$ cat config.mk
export PLATFORM = sky130hd
export DESIGN_NAME = tmz_timer0
export DESIGN_NICKNAME = d
export VERILOG_FILES = /design/src/rtl/tmz_pkg.sv /design/src/rtl/tmz_timer0.sv
export SDC_FILE = /design/constraint.sdc
export NUM_CORES = 1
export LEC_CHECK = 0
export BUFFER_PORTS_ARGS = -buffer_cell sky130_fd_sc_hd__clkbuf_2
export CAP_MARGIN = 5
export CORE_UTILIZATION = 40
export DETAILED_ROUTE_END_ITERATION = 6
export GPL_TIMING_DRIVEN = 0
export HOLD_SLACK_MARGIN = 0.08
export PLACE_DENSITY = 0.66
export SYNTH_ARGS = -nofsm -noshare
export SYNTH_HDL_FRONTEND = slang
export SYNTH_SLANG_ARGS = --single-unit
$ cat constraint.sdc
create_clock -name MCLK_I -period 2.1 [get_ports MCLK_I]
set_clock_uncertainty 0.1 [all_clocks]
set_input_delay 0.105 -clock MCLK_I [delete_from_list [all_inputs] [get_ports MCLK_I]]
set_output_delay 0.105 -clock MCLK_I [all_outputs]
set_load 0.05 [all_outputs]
$ cat src/rtl/tmz_pkg.sv
// timer0 block constants, register map and field layout
package tmz_pkg;
    // register indexes (byte address = index * 4)
    localparam logic [7:0] IDX_TIMER_COUNT = 8'h01;
    localparam logic [7:0] IDX_INT_CONTROL = 8'h0b;
    localparam logic [7:0] IDX_OPTION = 8'h81;
    localparam logic [7:0] IDX_PORT_A_DIR = 8'h85;
    localparam logic [7:0] IDX_CONTROL = 8'hc0;
    // option register fields
    localparam int OPT_CLOCK_SOURCE_SELECT = 5;
    localparam int OPT_SOURCE_EDGE_SELECT = 4;
    localparam int OPT_PRESCALER_ASSIGN = 3;
    localparam int OPT_RATIO_LSB = 0;
    // interrupt control fields
    localparam int INTC_OVERFLOW_INT_ENABLE = 5;
    localparam int INTC_OVERFLOW_FLAG = 2;
    // control register fields
    localparam int CTL_SLEEP = 0;
    localparam int CTL_WATCHDOG_CLEAR = 1;
    // reset values
    localparam logic [7:0] RST_OPTION = 8'hff;
    localparam logic [7:0] RST_INT_CONTROL = 8'h00;
    localparam logic [7:0] RST_PORT_A_DIR = 8'h1f;
    localparam logic [7:0] RST_TIMER_COUNT = 8'h00;
    localparam logic [4:0] PORT_A_DIR_MASK = 5'h1f;
    // oscillator period per phase and cycle counts
    localparam int CLK_PERIOD_NS = 5;
    localparam int TOSC_NS = 5;
    localparam int TOSC_CYCLES = (TOSC_NS + CLK_PERIOD_NS - 1) / CLK_PERIOD_NS;
    localparam int PHASES_PER_INSTR = 4;
    localparam int WRITE_HOLD_INSTR = 2;
    localparam int ROLL_DELAY_TOSC = 3;
    localparam int ROLL_DELAY_CYCLES = ROLL_DELAY_TOSC * TOSC_CYCLES;
    typedef enum logic [1:0] {
        PH_Q1 = 2'b00,
        PH_Q2 = 2'b01,
        PH_Q3 = 2'b10,
        PH_Q4 = 2'b11
    } tmz_phase_type;
endpackage : tmz_pkg

$ cat src/rtl/tmz_timer0.sv
// timer0 with shared prescaler, wishbone register slave
// Functional notes
// RULE1 - clock source select clear: count one per instruction cycle, no prescaler
// RULE2 - after a timer write, hold increments for two instruction cycles
// RULE3 - source select set: count external edges; edge bit 0 rising, 1 falling
// RULE4 - assign bit clear routes prescaler to timer, set routes it to watchdog
// RULE5 - prescaled timer ratios range from 1:2 to 1:256
// RULE6 - overflow flag set when count wraps from ff to 00
// RULE7 - interrupt request only while overflow interrupt enable is set
// RULE8 - hardware never clears the overflow flag; software does
// RULE9 - timer stopped during sleep, so overflow cannot wake
// RULE10 - wrap sets flag at once; count shows roll-over three periods later
// RULE11 - prescaler output sampled in second and fourth phases
// RULE12 - unscaled external input high and low at least two periods
// RULE13 - prescaled external input period at least four periods over ratio
// RULE14 - external input divided by ripple counter ahead of synchronizer; here the pin is synchronized first, then fed to the prescaler
// RULE15 - short delay from external edge to increment from synchronization
// RULE16 - one 8-bit prescaler counter, used by timer or watchdog only
// RULE17 - timer write clears prescaler when assigned to timer
// RULE18 - watchdog clear clears prescaler when assigned to watchdog
// RULE19 - prescaler value is not readable or writable
// RULE20 - before moving prescaler to watchdog, clear timer and watchdog first
// RULE21 - before moving prescaler to timer, clear watchdog and prescaler first
// RULE22 - ratio field value n gives division by two to the n plus one
// RULE23 - timer count readable anytime; write replaces count immediately
module tmz_timer0 (
    input wire logic MCLK_I,
    input wire logic RST_I,
    input wire logic CYC_I,
    input wire logic STB_I,
    input wire logic WE_I,
    input wire logic [9:0] ADR_I,
    input wire logic [3:0] SEL_I,
    input wire logic [31:0] DAT_I,
    output logic [31:0] DAT_O,
    output logic ACK_O,
    input wire logic EXT_COUNT_I,
    input wire logic WATCHDOG_CLEAR_I,
    output logic TIMER_IRQ_O,
    output logic PRESCALER_TICK_WDT_O,
    output logic [7:0] OPTION_O,
    output logic [4:0] PORT_A_DIR_O
);
    logic [7:0] timer_count_r;
    logic [7:0] option_r;
    logic [7:0] int_control_r;
    logic [4:0] port_a_dir_r;
    logic sleep_r;
    logic ack_r;
    logic [31:0] dat_r;
    logic [1:0] phase_r;
    logic [1:0] hold_r;
    logic [7:0] presc_r;
    logic ext_s1_r;
    logic ext_s2_r;
    logic ext_prev_r;
    logic samp_r;
    logic samp_prev_r;
    logic [1:0] roll_r;
    logic wdt_clear_s1_r;
    logic wdt_clear_s2_r;
    logic wdt_clear_prev_r;

    logic bus_req;
    logic bus_wr;
    logic [7:0] idx;
    logic wr_timer;
    logic wr_option;
    logic wr_intc;
    logic wr_ctl;
    logic wr_dir;
    logic assigned_timer;
    logic ext_mode;
    logic ext_edge;
    logic src_edge;
    logic presc_clk_en;
    logic presc_clr;
    logic [2:0] ratio;
    logic [7:0] ratio_mask;
    logic presc_out;
    logic tick_src;
    logic timer_tick;
    logic instr_end;
    logic wrap;
    logic wdt_clear_pulse;

    assign bus_req = CYC_I & STB_I & ~ack_r;
    assign bus_wr = bus_req & WE_I & SEL_I[0];
    assign idx = ADR_I[9:2];
    assign wr_timer = bus_wr & (idx == tmz_pkg::IDX_TIMER_COUNT);
    assign wr_option = bus_wr & (idx == tmz_pkg::IDX_OPTION);
    assign wr_intc = bus_wr & (idx == tmz_pkg::IDX_INT_CONTROL);
    assign wr_ctl = bus_wr & (idx == tmz_pkg::IDX_CONTROL);
    assign wr_dir = bus_wr & (idx == tmz_pkg::IDX_PORT_A_DIR);

    assign assigned_timer = ~option_r[tmz_pkg::OPT_PRESCALER_ASSIGN]; // RULE4
    assign ext_mode = option_r[tmz_pkg::OPT_CLOCK_SOURCE_SELECT];
    assign ratio = option_r[tmz_pkg::OPT_RATIO_LSB +: 3];
    assign instr_end = (phase_r == 2'(tmz_pkg::PH_Q4));

    // chosen edge of the synchronized pin; edge bit 1 picks falling
    assign ext_edge = option_r[tmz_pkg::OPT_SOURCE_EDGE_SELECT] ?
        (ext_prev_r & ~ext_s2_r) : (~ext_prev_r & ext_s2_r); // RULE3

    // source feeding the timer or its prescaler: external edges or instruction cycles
    assign src_edge = ext_mode ? ext_edge : instr_end; // RULE1 RULE3

    // watchdog clear from software or the watchdog clear pin
    assign wdt_clear_pulse = (wdt_clear_s2_r & ~wdt_clear_prev_r) |
        (wr_ctl & DAT_I[tmz_pkg::CTL_WATCHDOG_CLEAR]);

    // watchdog side clocks the prescaler with its own tick, modelled as
    // instruction end; timer side uses the selected source
    assign presc_clk_en = sleep_r ? 1'b0 :
        (assigned_timer ? src_edge : instr_end); // RULE9 RULE16
    assign presc_clr = (assigned_timer & wr_timer) |
        (~assigned_timer & wdt_clear_pulse); // RULE17 RULE18

    // divided output bit: bit n of the counter toggles every 2^n inputs,
    // so its falling edge marks division by 2^(n+1), symmetric
    assign presc_out = presc_r[ratio]; // RULE14 RULE22 RULE5
    // low ratio+1 bits all set marks the watchdog's terminal count
    assign ratio_mask = 8'hff >> (3'd7 - ratio); // RULE22

    // the sampled pair moves only every second clock; taking the fall in
    // the clock right after a sample keeps it from counting twice
    assign tick_src = assigned_timer ?
        (samp_prev_r & ~samp_r & ~phase_r[0]) : src_edge; // RULE4 RULE15
    assign timer_tick = tick_src & ~sleep_r & (hold_r == 2'd0); // RULE9 RULE2
    assign wrap = timer_tick & (timer_count_r == 8'hff); // RULE6

    // instruction phase counter, one phase per oscillator period
    always_ff @(posedge MCLK_I) begin
        if (RST_I) begin
            phase_r <= 2'(tmz_pkg::PH_Q1);
        end else begin
            phase_r <= phase_r + 2'd1;
        end
    end

    // two-flop synchronizers for pins
    always_ff @(posedge MCLK_I) begin
        if (RST_I) begin
            ext_s1_r <= 1'b0;
            ext_s2_r <= 1'b0;
            ext_prev_r <= 1'b0;
            wdt_clear_s1_r <= 1'b0;
            wdt_clear_s2_r <= 1'b0;
            wdt_clear_prev_r <= 1'b0;
        end else begin
            ext_s1_r <= EXT_COUNT_I;
            ext_s2_r <= ext_s1_r; // RULE12 RULE13
            ext_prev_r <= ext_s2_r;
            wdt_clear_s1_r <= WATCHDOG_CLEAR_I;
            wdt_clear_s2_r <= wdt_clear_s1_r;
            wdt_clear_prev_r <= wdt_clear_s2_r;
        end
    end

    // single 8-bit prescaler, never visible on the bus
    always_ff @(posedge MCLK_I) begin
        if (RST_I) begin
            presc_r <= 8'h00;
        end else if (presc_clr) begin
            presc_r <= 8'h00; // RULE17 RULE18 RULE19
        end else if (presc_clk_en) begin
            presc_r <= presc_r + 8'h01; // RULE16
        end
    end

    // prescaler output sampled only in the second and fourth phases
    always_ff @(posedge MCLK_I) begin
        if (RST_I) begin
            samp_r <= 1'b0;
            samp_prev_r <= 1'b0;
        end else if (phase_r == 2'(tmz_pkg::PH_Q2) ||
                     phase_r == 2'(tmz_pkg::PH_Q4)) begin
            samp_r <= presc_out; // RULE11
            samp_prev_r <= samp_r;
        end
    end

    // increment hold after a write, counted in instruction cycles
    always_ff @(posedge MCLK_I) begin
        if (RST_I) begin
            hold_r <= 2'd0;
        end else if (wr_timer) begin
            hold_r <= 2'(tmz_pkg::WRITE_HOLD_INSTR); // RULE2
        end else if (instr_end && hold_r != 2'd0) begin
            hold_r <= hold_r - 2'd1;
        end
    end

    // the counter shows ff until the roll-over lands three periods later
    always_ff @(posedge MCLK_I) begin
        if (RST_I) begin
            roll_r <= 2'd0;
        end else if (wr_timer) begin
            roll_r <= 2'd0;
        end else if (wrap) begin
            roll_r <= 2'(tmz_pkg::ROLL_DELAY_CYCLES); // RULE10
        end else if (roll_r != 2'd0) begin
            roll_r <= roll_r - 2'd1;
        end
    end

    always_ff @(posedge MCLK_I) begin
        if (RST_I) begin
            timer_count_r <= tmz_pkg::RST_TIMER_COUNT;
        end else if (wr_timer) begin
            timer_count_r <= DAT_I[7:0]; // RULE23
        end else if (roll_r == 2'd1) begin
            timer_count_r <= 8'h00; // RULE10
        end else if (timer_tick && !wrap && roll_r == 2'd0) begin
            timer_count_r <= timer_count_r + 8'h01; // RULE1
        end
    end

    // ticks arriving during the roll-over window are absorbed; at the
    // shortest input spacing this cannot happen

    always_ff @(posedge MCLK_I) begin
        if (RST_I) begin
            option_r <= tmz_pkg::RST_OPTION;
            port_a_dir_r <= tmz_pkg::RST_PORT_A_DIR[4:0];
            sleep_r <= 1'b0;
        end else begin
            if (wr_option) begin
                option_r <= DAT_I[7:0]; // RULE4
            end
            if (wr_dir) begin
                port_a_dir_r <= DAT_I[4:0] & tmz_pkg::PORT_A_DIR_MASK;
            end
            if (wr_ctl) begin
                sleep_r <= DAT_I[tmz_pkg::CTL_SLEEP]; // RULE9
            end
        end
    end

    // interrupt control; the flag is set by hardware or by a software write, set beats clear
    always_ff @(posedge MCLK_I) begin
        if (RST_I) begin
            int_control_r <= tmz_pkg::RST_INT_CONTROL;
        end else begin
            if (wr_intc) begin
                int_control_r <= DAT_I[7:0];
            end
            if (wrap) begin
                int_control_r[tmz_pkg::INTC_OVERFLOW_FLAG] <= 1'b1; // RULE6 RULE8
            end
        end
    end

    always_ff @(posedge MCLK_I) begin
        if (RST_I) begin
            TIMER_IRQ_O <= 1'b0;
            PRESCALER_TICK_WDT_O <= 1'b0;
            OPTION_O <= tmz_pkg::RST_OPTION;
            PORT_A_DIR_O <= tmz_pkg::RST_PORT_A_DIR[4:0];
        end else begin
            TIMER_IRQ_O <= int_control_r[tmz_pkg::INTC_OVERFLOW_FLAG] &
                int_control_r[tmz_pkg::INTC_OVERFLOW_INT_ENABLE]; // RULE7
            PRESCALER_TICK_WDT_O <= ~assigned_timer & presc_clk_en &
                ((presc_r & ratio_mask) == ratio_mask); // RULE4
            OPTION_O <= option_r;
            PORT_A_DIR_O <= port_a_dir_r;
        end
    end

    // wishbone slave: one wait state, unmapped reads return zero
    always_ff @(posedge MCLK_I) begin
        if (RST_I) begin
            ack_r <= 1'b0;
            dat_r <= 32'h0000_0000;
        end else begin
            ack_r <= bus_req;
            if (bus_req && !WE_I) begin
                case (idx)
                    tmz_pkg::IDX_TIMER_COUNT: dat_r <= {24'h0, timer_count_r};
                    tmz_pkg::IDX_INT_CONTROL: dat_r <= {24'h0, int_control_r};
                    tmz_pkg::IDX_OPTION: dat_r <= {24'h0, option_r};
                    tmz_pkg::IDX_PORT_A_DIR: dat_r <= {27'h0, port_a_dir_r};
                    tmz_pkg::IDX_CONTROL: dat_r <= {31'h0, sleep_r};
                    default: dat_r <= 32'h0000_0000;
                endcase
            end
        end
    end
    assign ACK_O = ack_r;
    assign DAT_O = dat_r;
endmodule // tmz_timer0

==> results.txt, run 1 <==
The leakage power of the design came out at 1.78 nW. The endpoint arrival time on the critical path is 2.20 ns. The depth of the most critical reg-to-reg path is 7.

The met3 routed wirelength came out at 430 um. In the synthesized netlist the dominant register cell turns out to be sky130_fd_sc_hd__dfxtp_1. In the final layout, the share of cells above drive strength 1 is 0.255.

The launching element of the worst setup path is ACK_O$_SDFF_PP0_. The number of placed instances, taps included, is 606. The wire length on met2 is 4360 um. The length of routed wiring on met1 came out at 4200 um. Clock-pin slew was measured on the worst setup and hold paths at 0.08 ns. The initial cell density of the core came out at 0.410.

The endpoint identified for the worst register-to-register timing path is timer_count_r[1]$_SDFFE_PP0P_. The post-detailed-route count of antenna-violating nets is 0. The number of pins with negative max-slew slack in the final report is 0. The number of enable-type register cells in the synthesized netlist came out at 0. In the final layout, flip-flops and latches occupy 0.00152 mm^2. The clock passes through at most 2 buffers. The largest vdd supply drop came out at 306 uV.

The layout filler cell count came out at 881. The worst path in the final design needs a cycle of 2.04 ns, including I/O delays and setup. The number of top-level design ports is 101. The critical path is of the reg -> reg type.

For this block, the via count after detailed routing is 3347. The number of instances in the synthesized netlist is 425. The startpoint identified for the worst register-to-register timing path is ACK_O$_SDFF_PP0_. The detail-routed via count per cell is 5.22. The number of buffers added by the clock tree synthesis step is 9. The slowest stage cell on the critical path is sky130_fd_sc_hd__nor4_4. The number of warnings printed during yosys synthesis is 0. The clock net in this run drives a total of 76 sinks. The largest driver fanout on the critical path came out at 5.

The multi-input gate area in the final layout came out at 0.00207 mm^2. The insertion delay of the later-clocked pin in the worst-skew pair came out at 0.36 ns. The residual DRC count is 2. The destination of the critical timing path is timer_count_r[1]$_SDFFE_PP0P_.

The number of antenna violations at the first check in global routing is 0. In this run the worst hold path is classified as in -> reg. The number of global-route vias before repair is 3014.

A synthesized cell averages 8.87 um^2. Routability-driven placement finished with a final weighted congestion of 0.887. The checks that failed: DRC. Setup repair after global routing could not meet its margin everywhere. The count of port buffers added during placement is 47. The number of nets in the finished design is 585. Walking the worst path, the cells encountered are nand3b_1, buf_4, nor4_4, buf_2, or3b_2, a21oi_1, mux2_1. Data on the critical path is required at its endpoint by 2.26 ns.

Static timing analysis puts the maximum clock frequency at 489 MHz. The aggregate global routing overflow is 0. The non-filler instance count after layout is 641. The clock tree from TritonCTS is yes. In the synthesized netlist the async set-or-reset flop fraction comes to 0. On the worst path, the slowest cell contributes a delay of 0.34 ns. The final-report setup violation count is 0. In the synthesized netlist, the cells that appear most often are sky130_fd_sc_hd__dfxtp_1, sky130_fd_sc_hd__nor2_1, sky130_fd_sc_hd__nand2_1. The post-detailed-route wirelength per cell is 14.5 um.

The finished cells cover 0.00467 mm^2. The total number of H-tree levels came out at 3. The area of the core came out at 0.00920 mm^2. The cell sitting at the root of the clock tree is a sky130_fd_sc_hd__clkbuf_8. The largest total area in the synthesized netlist belongs to sky130_fd_sc_hd__dfxtp_1.

From bottom edge to top edge, the die measures 99.1 um. The number of standard-cell rows in the floorplan is 35. The post-layout worst setup margin came out at 0.0568 ns. The placed cell area is 0.00423 mm^2. The share of synthesized area in the top cell type comes to 0.404. In the post-synthesis netlist, the biggest area contributors are sky130_fd_sc_hd__dfxtp_1, sky130_fd_sc_hd__buf_4, sky130_fd_sc_hd__nor2b_1.

Across the run, the number of max-cap violations was 0. The die outline area is 0.00982 mm^2. The HPWL reported at the end of detailed placement came out at 6800 um.

The most frequent cell after synthesis is sky130_fd_sc_hd__dfxtp_1. The reg2reg setup slack is 0.06 ns. The maximum number of pins on one net before global-route repair came out at 14. The number of diodes added for antenna fixing is 0. The setup slack at placement came out at -0.288 ns. The post-synthesis register bit count came out at 76. The wire length of the first global-routing pass is 14900 um. The wire length reported by the detailed router came out at 9290 um. In this run the power density over the cells is 682 mW/mm^2.

STA classifies the critical path startpoint as a register. Measured against its own limit, the worst slew margin works out to 0.475. The post-synthesis cell area is 0.00377 mm^2.

The part of the cycle the worst path needs is 0.973. Of the synthesized area, sequential elements account for 0.404. The number of library cell types mapped by synthesis came out at 59.

The area overhead of the layout relative to synthesis is 23.9%. STA classifies the critical path endpoint as a register. The count of routing violations after the opening detailed-route iteration came out at 159. The first-pass detailed-route iteration total is 7.

The final-report hold violation count is 0. The transition time of the tightest slew-check pin came out at 0.786 ns. The run finished, with violations left.

The overall fraction of global-route tracks in use is 0.198. The accumulated negative setup slack came out at 0 ns. In this run the horizontal extent of the chip is 99.1 um. In this run the top signal layer used is met4.
[critical path, delay by kind of cell (launching register included)]
family	cells	cell delay, ns
simple gates	3	0.72
buf+inv	2	0.43
flops	1	0.33
mux	1	0.29
compound gates	1	0.05
[per-layer routing]
| layer | GRT usage | vias to the layer above |
|---|---|---|
| met5 | 0 | - |
| met4 | 0.109 | 0 |
| met3 | 0.0248 | 23 |
| met2 | 0.322 | 105 |
| met1 | 0.255 | 1560 |
| li1 | - | 1659 |
[stage by stage]
step | hold slack (ns) | util | total power (W)
floorplan | 0.123 | - | 0.00191
global placement | 0.213 | 0.460 | 0.00201
detailed placement | 0.223 | 0.460 | 0.00202
CTS | 0.0833 | 0.504 | 0.00319
global route | 0.0905 | 0.508 | 0.00330
finish | 0.0755 | 0.508 | 0.00319
[how the worst min path moves through the flow]
stage / end / cells past startpoint / from / slack [ns]
6_report: timer_count_r[7]$_SDFFE_PP0P_ / 4 / ADR_I[9] / 0.08
5_1_grt: timer_count_r[7]$_SDFFE_PP0P_ / 4 / ADR_I[9] / 0.09
4_1_cts: timer_count_r[7]$_SDFFE_PP0P_ / 4 / ADR_I[5] / 0.08
3_5_place_dp: wdt_clear_s1_r$_SDFF_PP0_ / 2 / WATCHDOG_CLEAR_I / 0.22
3_3_place_gp: wdt_clear_s1_r$_SDFF_PP0_ / 2 / WATCHDOG_CLEAR_I / 0.21
2_1_floorplan: option_r[2]$_SDFFE_PP1P_ / 1 / DAT_I[2] / 0.12
[registers in the layout, indices dropped and copies added, names as in the netlist, 2 cells and up]
name,flops
phase_r,2
int_control_r,8
port_a_dir_r,5
hold_r,2
timer_count_r,8
PORT_A_DIR_O,5
OPTION_O,8
presc_r,8
option_r,8
DAT_O,8
roll_r,2
[cells in the final DEF, fill, tap and decap left out, types with 3 or more instances in the layout]
cell type	instances
sky130_fd_sc_hd__dfxtp_1	75
sky130_fd_sc_hd__clkbuf_2	48
sky130_fd_sc_hd__nor2_1	39
sky130_fd_sc_hd__nand2_1	33
sky130_fd_sc_hd__buf_4	30
sky130_fd_sc_hd__nor2b_1	24
sky130_fd_sc_hd__conb_1	24
sky130_fd_sc_hd__a21oi_1	23
sky130_fd_sc_hd__nand3_1	17
sky130_fd_sc_hd__o21ai_0	15
sky130_fd_sc_hd__dlygate4sd3_1	14
sky130_fd_sc_hd__inv_1	13
sky130_fd_sc_hd__a211o_1	13
sky130_fd_sc_hd__or2_2	13
sky130_fd_sc_hd__clkbuf_8	10
sky130_fd_sc_hd__clkbuf_1	9
sky130_fd_sc_hd__a211oi_1	9
sky130_fd_sc_hd__xnor2_1	9
sky130_fd_sc_hd__nor3_1	7
sky130_fd_sc_hd__a22oi_1	6
sky130_fd_sc_hd__nand4_1	6
sky130_fd_sc_hd__ha_1	6
sky130_fd_sc_hd__a22o_1	4
sky130_fd_sc_hd__xor2_1	4
sky130_fd_sc_hd__or3_1	4
sky130_fd_sc_hd__nand3b_1	3
sky130_fd_sc_hd__and3_1	3
sky130_fd_sc_hd__buf_2	3
sky130_fd_sc_hd__buf_1	3
sky130_fd_sc_hd__mux2_2	3
sky130_fd_sc_hd__and4_1	3
sky130_fd_sc_hd__mux2i_1	3
sky130_fd_sc_hd__mux2_1	3
[area by class of cell]
class	instances	area share
Clock buffer	10	0.0295
Sequential cell	76	0.326
Multi-Input combinational cell	316	0.443
Inverter	13	0.0105
Timing Repair Buffer	67	0.0895
Clock inverter	6	0.0137
Buffer	42	0.0579
Tap cell	111	0.0297
[report_power, final]
group,leakage (nW),internal [W],switching [W]
Combinational,1.07,0.000201,0.000337
Clock,0.0983,0.000579,0.000574
Sequential,0.616,0.00147,0.0000208
[kinds of logic (layout without fill, tap and decap cells)]
group	count (synthesis)	after routing	synth area share
buffers and inverters	56	138	0.0853
and+or+nand+nor	172	172	0.250
adders and majority gates	7	7	0.0232
muxes	12	12	0.0408
other	1	24	0.000995
xor gates and xnor gates	13	13	0.0302
AOI/OAI and AO/OA	88	88	0.166
DFF	76	76	0.404
[what timing repair did]
action	in CTS	in global routing
resized for setup	5	6
pin swaps	3	0
gates cloned	0	1
hold buffers	14	0
endpoints found under the setup margin	32	26
setup buffers	4	1
endpoints found under the hold margin	31	0
No activity file was read; power rests on OpenSTA's default activity.
==> run 2: changes to the inputs <==
- CORE_UTILIZATION: 40 -> 45
- PLACE_DENSITY: 0.66 -> 0.73
==> run 2 against run 1 <==
Effect of this change: the flow now finishes without violations; hold slack better by 0.0076 ns; combinational power about the same; clock power about the same; first-iteration DRC count up 49%; sequential power about the same; largest power group unchanged; sequential share of layout area up 0.062 points.
==> results.txt, run 2 (synthesized netlist as in run 1, its figures left out) <==
Run status: finished, final reports clean (was finished with violations). The count of placed standard cells including taps is 600 (was 606). The maximum buffer depth of the clock tree came out at 2 (unchanged). The transition time of the tightest slew-check pin came to 0.790 ns (was 0.786 ns).

The first-pass detailed-route iteration total is 5 (was 7). The number of nets in the finished design is 585 (unchanged). The initial cell density of the core came to 0.461 (was 0.410). The cell area after layout is 0.00467 mm^2 (about the same). The total via count after detailed routing was 3388 (was 3347). The startpoint-to-endpoint class of the critical path is reg -> reg (unchanged). The residual DRC count came to 0 (was 2). The final-report hold violation count came out at 0 (unchanged). The post-detailed-route count of antenna-violating nets came out at 0 (unchanged). The count of routing violations after the opening detailed-route iteration is 237 (was 159).

The number of max-cap violations came out at 0 (unchanged). The sink count of the clock tree came out at 76 (unchanged). The worst hold path stage count was 4 (unchanged).

The reg2reg setup slack came out at 0.09 ns (was 0.06 ns). The endpoint with the worst hold slack is timer_count_r[7]$_SDFFE_PP0P_ (unchanged). The post-layout minimum cycle time came out at 2.01 ns (was 2.04 ns).

The power density normalized to cell area came to 678 mW/mm^2 (was 682 mW/mm^2). The detail-routed via count per cell came out at 5.34 (was 5.22). The total number of H-tree levels was 3 (unchanged). The part of the cycle the worst path needs came out at 0.959 (was 0.973). The height of the die came to 93.5 um (was 99.1 um). The placed cell area is 0.00422 mm^2 (was 0.00423 mm^2). The endpoint arrival time on the critical path was 2.15 ns (was 2.20 ns). The area of the core came to 0.00818 mm^2 (was 0.00920 mm^2).

The most common cell after layout, fill and taps aside is sky130_fd_sc_hd__dfxtp_1 (unchanged). The leakage power of the design came to 1.79 nW (was 1.78 nW). The depth of the most critical reg-to-reg path came to 6 (was 7). The final-report setup violation count came out at 0 (unchanged).

The largest driver fanout on the critical path is 10 (was 5). The critical hold path startpoint is ADR_I[9] (unchanged). The wire length reported by the detailed router came out at 9350 um (was 9290 um). The root buffer selected by CTS is sky130_fd_sc_hd__clkbuf_8 (unchanged). The insertion delay of the later-clocked pin in the worst-skew pair came to 0.35 ns (was 0.36 ns). The die outline width came out at 93.5 um (was 99.1 um). The fmax is 497 MHz (was 489 MHz). The share of post-route cells with drive strength above 1 came out at 0.258 (was 0.255). The post-layout worst setup margin is 0.0861 ns (was 0.0568 ns). The count of port buffers added during placement is 47 (unchanged). The wire length of the first global-routing pass came out at 15100 um (was 14900 um). The non-filler instance count after layout came out at 635 (was 641). The endpoint of the most critical register-to-register path is timer_count_r[4]$_SDFFE_PP0P_ (was timer_count_r[1]$_SDFFE_PP0P_).

RSZ-0062 raised after global routing: false (was true). The startpoint of the most critical register-to-register path is ACK_O$_SDFF_PP0_ (unchanged). The kind of start point of the critical path is a register (unchanged). The headroom to the max-slew limit came to 0.472 (was 0.475).

The post-detailed-route wirelength per cell came out at 14.7 um (was 14.5 um). The number of buffers added by the clock tree synthesis step is 9 (unchanged). The number of global-route vias before repair is 2956 (was 3014). The number of pins with negative max-slew slack in the final report came to 0 (unchanged). The setup slack at placement is -0.278 ns (was -0.288 ns).

The clock input transition at the sequential cells of the worst setup and hold paths is 0.08 ns (about the same). The final RePlAce weighted congestion came out at 0.903 (was 0.887). The overall fraction of global-route tracks in use is 0.224 (was 0.198).

The number of standard-cell rows in the floorplan came out at 33 (was 35). The core occupancy in the finished layout is 0.571 (was 0.508). The kind of end point of the critical path is a register (unchanged).

The number of diodes added for antenna fixing is 0 (unchanged). The HPWL reported at the end of detailed placement was 6760 um (was 6800 um). The total power consumption of the routed design came to 0.00317 W (was 0.00319 W). The area overhead of the layout relative to synthesis came out at 23.8% (was 23.9%).

The aggregate global routing overflow came to 0 (unchanged). Commonest non-fill, non-tap cells in the layout: sky130_fd_sc_hd__dfxtp_1, sky130_fd_sc_hd__clkbuf_2, sky130_fd_sc_hd__nor2_1 (unchanged). The number of top-level design ports was 101 (unchanged). The largest vdd supply drop came out at 259 uV (was 306 uV). The path category of the worst min-delay check is in -> reg (unchanged). The number of antenna violations at the first check in global routing came out at 0 (unchanged). The required time at the worst-slack endpoint came out at 2.23 ns (was 2.26 ns). The clock tree from TritonCTS is yes (unchanged). The die outline area is 0.00875 mm^2 (was 0.00982 mm^2). The maximum number of pins on one net before global-route repair came out at 13 (was 14).
run 2: worst max-delay path by stage:
stage	start	endpoint	slack [ns]	depth (start not counted)
after floorplan	ACK_O$_SDFF_PP0_	option_r[1]$_SDFFE_PP1P_	0.03	7
after global placement	option_r[4]$_SDFFE_PP1P_	timer_count_r[3]$_SDFFE_PP0P_	-0.23	5
after detailed placement	option_r[4]$_SDFFE_PP1P_	timer_count_r[4]$_SDFFE_PP0P_	-0.28	5
after CTS	option_r[4]$_SDFFE_PP1P_	timer_count_r[4]$_SDFFE_PP0P_	0.01	5
after global routing	ACK_O$_SDFF_PP0_	option_r[2]$_SDFFE_PP1P_	0.007	6
final	ACK_O$_SDFF_PP0_	timer_count_r[4]$_SDFFE_PP0P_	0.09	6
run 2: area by class of cell:
type | instances | area [um^2]
repair buffers | 67 | 424
fillers | 731 | 3510
clock inverters | 4 | 48.8
clock buffers | 12 | 145
well taps | 105 | 131
flip-flops and latches | 76 | 1530
multi-input cells | 316 | 2070
plain buffers | 42 | 272
inverters | 13 | 48.8
run 2: through the flow:
| stage | hold WS (ns) | setup TNS, ns |
|---|---|---|
| after detailed placement | 0.222 | -4.61 |
| after global placement | 0.218 | -3.58 |
| final | 0.0831 | 0 |
| after CTS | 0.0974 | 0 |
| after global routing | 0.106 | 0 |
| after floorplan | 0.123 | 0 |
run 2: metal layers:
| metal | global-route usage | up-vias | share of wire |
|---|---|---|---|
| li1 | - | 1651 | - |
| met1 | 0.298 | 1580 | 0.45 |
| met5 | 0 | - | 0 |
| met2 | 0.348 | 137 | 0.46 |
| met4 | 0.114 | 0 | 0.027 |
| met3 | 0.0366 | 20 | 0.064 |
run 2: where the power goes:
part	internal (W)	total, W	switching [W]
clock	0.000581	0.00113	0.000548
combinational	0.000200	0.000539	0.000338
sequential	0.00147	0.00150	0.0000223
run 2: worst max-delay path, cell delays in order (launching register included):
cell and delay (ns):
sky130_fd_sc_hd__dfxtp_2 0.32, sky130_fd_sc_hd__nand3b_1 0.31, sky130_fd_sc_hd__nor4_4 0.43, sky130_fd_sc_hd__buf_6 0.20
sky130_fd_sc_hd__nor2_4 0.06, sky130_fd_sc_hd__o21a_4 0.16, sky130_fd_sc_hd__mux2_1 0.32
run 2: repair_timing:
action	CTS	global route
buffers inserted	3	3
setup endpoints to repair	26	32
hold buffers	14	0
endpoints found under the hold margin	29	0
resized for setup	4	13
pin swaps	3	2
==> run 3: changes to the inputs <==
- ABC_CLOCK_PERIOD_IN_PS: not set -> 1700
- CAP_MARGIN: 5 -> not set
- clock period: 2.1 -> 1.7 ns (I/O delays scaled with it)
==> run 3 against run 2 <==
Effect of this change: critical endpoint is now timer_count_r[3]$_SDFFE_PP0P_; sequential share of layout area shrank 2.1 points; register-to-register slack lost 0.35 ns; core utilization grew 4.4 points; the flow now finishes with violations (setup timing); hold slack gained 0.029 ns; global-route usage grew 0.65 points; wire length grew 6.2%; final area grew 7.6%; first-iteration DRC count grew 29%.
==> results.txt, run 3 (synthesized netlist as in run 1, its figures left out) <==
The initial cell density of the core is 0.461 (unchanged). The aggregate global routing overflow came out at 0 (unchanged). The kind of end point of the critical path is a register (unchanged).

The sink count of the clock tree is 76 (unchanged). The count of buffer and inverter cells on the critical path came to 0 (was 1). The total power consumption of the routed design came out at 0.00408 W (was 0.00317 W). The critical hold path startpoint is ADR_I[5] (was ADR_I[9]). The slowest stage cell on the critical path is sky130_fd_sc_hd__or3b_4 (was sky130_fd_sc_hd__nor4_4). The root buffer selected by CTS was sky130_fd_sc_hd__clkbuf_8 (unchanged). The count of routing violations after the opening detailed-route iteration is 305 (was 237). The HPWL reported at the end of detailed placement came out at 6640 um (was 6760 um). Cells along the critical path: or3b_4, a31oi_4, o2111ai_4, o21a_4, mux2_4 (was nand3b_1, nor4_4, buf_6, nor2_4, o21a_4, mux2_1). The number of max-cap violations came to 0 (unchanged).

The largest driver fanout on the critical path came out at 6 (was 10). The final RePlAce weighted congestion is 0.900 (was 0.903). The overall fraction of global-route tracks in use is 0.230 (was 0.224).

The die outline width came to 93.5 um (unchanged). The part of the cycle the worst path needs came out at 1.16 (was 0.959). The post-detailed-route count of antenna-violating nets is 0 (unchanged).

The height of the die is 93.5 um (unchanged). The first-pass detailed-route iteration total is 5 (unchanged). The clock input transition at the sequential cells of the worst setup and hold paths is 0.07 ns (was 0.08 ns). The path category of the worst min-delay check is in -> reg (unchanged). The post-detailed-route wirelength per cell is 15.3 um (was 14.7 um). The total via count after detailed routing is 3479 (was 3388).

The endpoint arrival time on the critical path came out at 2.11 ns (was 2.15 ns). The hold slack came to 0.112 ns (was 0.0831 ns). The final reports fail on setup timing.

The number of nets in the finished design came to 598 (was 585). The headroom to the max-slew limit came to 0.619 (was 0.472). The total number of H-tree levels is 3 (unchanged). Run status: finished with violations (was finished, final reports clean).

The largest vdd supply drop came out at 408 uV (was 259 uV). The startpoint of the most critical register-to-register path was option_r[4]$_SDFFE_PP1P_ (was ACK_O$_SDFF_PP0_). The required time at the worst-slack endpoint came out at 1.85 ns (was 2.23 ns). The number of standard-cell rows in the floorplan was 33 (unchanged). The post-layout minimum cycle time came to 1.97 ns (was 2.01 ns).

The count of port buffers added during placement came out at 47 (unchanged). The maximum number of pins on one net before global-route repair came out at 17 (was 13). The area overhead of the layout relative to synthesis came to 33.3% (was 23.8%). The leakage power of the design is 1.94 nW (was 1.79 nW). The family with the most delay on the worst path is compound AO/OA/AOI/OAI gates (was simple AND/OR/NAND/NOR gates). The number of buffers added by the clock tree synthesis step came out at 9 (unchanged). The number of antenna violations at the first check in global routing is 0 (unchanged). The wire length reported by the detailed router came out at 9920 um (was 9350 um). The insertion delay of the later-clocked pin in the worst-skew pair is 0.36 ns (was 0.35 ns). The final-report setup violation count came out at 19 (was 0). The area of the core is 0.00818 mm^2 (unchanged). The kind of start point of the critical path is a register (unchanged). The most common cell after layout, fill and taps aside is sky130_fd_sc_hd__dfxtp_1 (unchanged).

The largest stage delay on the critical path came out at 0.39 ns (was 0.43 ns). The fmax came out at 509 MHz (was 497 MHz). The detail-routed via count per cell is 5.37 (was 5.34). The launching element of the worst setup path is option_r[4]$_SDFFE_PP1P_ (was ACK_O$_SDFF_PP0_).

The wire length of the first global-routing pass is 15300 um (was 15100 um). The transition time of the tightest slew-check pin came out at 0.571 ns (was 0.790 ns). The number of pins with negative max-slew slack in the final report is 0 (unchanged). The power density normalized to cell area is 811 mW/mm^2 (was 678 mW/mm^2).

The clock tree from TritonCTS is yes (unchanged). The number of top-level design ports was 101 (unchanged). The final-report hold violation count came out at 0 (unchanged).

The post-layout worst setup margin is -0.266 ns (was 0.0861 ns). The die outline area came out at 0.00875 mm^2 (unchanged). Commonest non-fill, non-tap cells in the layout: sky130_fd_sc_hd__dfxtp_1, sky130_fd_sc_hd__clkbuf_2, sky130_fd_sc_hd__buf_4 (was sky130_fd_sc_hd__dfxtp_1, sky130_fd_sc_hd__clkbuf_2, sky130_fd_sc_hd__nor2_1). The number of diodes added for antenna fixing came out at 0 (unchanged). RSZ-0062 raised after global routing: true (was false).

The maximum buffer depth of the clock tree is 2 (unchanged). The residual DRC count came out at 0 (unchanged). The startpoint-to-endpoint class of the critical path is reg -> reg (unchanged). The number of global-route vias before repair is 2989 (was 2956). The share of post-route cells with drive strength above 1 came out at 0.343 (was 0.258).
-- run 3: path summary, 6_finish.rpt --
| path | endpoint | slack [ns] | depth (start not counted) |
|---|---|---|---|
| setup reg to reg | timer_count_r[3]$_SDFFE_PP0P_ | -0.27 | 5 |
| setup / recovery | timer_count_r[3]$_SDFFE_PP0P_ | -0.27 | 5 |
| hold / removal | timer_count_r[7]$_SDFFE_PP0P_ | 0.11 | 4 |
| hold reg to reg | wdt_clear_s2_r$_SDFF_PP0_ | 0.34 | 1 |
-- run 3: worst reg2reg max path: cells and delay by family (launching register included) --
kind | cells | cell delay, ns
AO/OA/AOI/OAI | 3 | 0.72
AND/OR/NAND/NOR | 1 | 0.39
flip-flops | 1 | 0.36
multiplexers | 1 | 0.30
-- run 3: where the power goes --
group	internal, W	switching (W)
registers	0.00182	0.0000300
clock network	0.000807	0.000684
logic	0.000284	0.000453
total	0.00291	0.00117
-- run 3: area by class of cell --
class	count	area, um^2
Timing Repair Buffer	83	571
Inverter	13	48.8
Buffer	39	269
Sequential cell	76	1540
Clock buffer	13	170
Tap cell	105	131
Clock inverter	3	42.5
Multi-Input combinational cell	316	2260
Fill cell	691	3150
-- run 3: per-stage QoR --
step | cells | worst slack (ns) | cell area (um^2) | utilization | TNS [ns]
2_1_floorplan | 448 | -0.257 | 3930 | - | -4.11
3_5_place_dp | 600 | -0.605 | 4300 | 0.526 | -18.25
5_1_grt | 648 | -0.302 | 5020 | 0.615 | -3.62
4_1_cts | 637 | -0.248 | 4810 | 0.589 | -1.59
3_3_place_gp | 600 | -0.558 | 4300 | 0.526 | -17.53
6_report | 648 | -0.266 | 5020 | 0.615 | -2.31
-- run 3: what timing repair did --
action                                  4_1_cts  5_1_grt
cloned                                        0        2
setup buffers                                11        9
endpoints found under the hold margin        31        1
endpoints found under the setup margin       50       43
resized for setup                            24       32
hold buffers                                 13        1
pin swaps                                    12       17
-- run 3: routing by layer --
| metal | wire length [um] | global-route usage |
|---|---|---|
| met3 | 588 | 0.0285 |
| met4 | 231 | 0.104 |
| met5 | 0 | 0 |
| met2 | 4640 | 0.360 |
| met1 | 4470 | 0.316 |
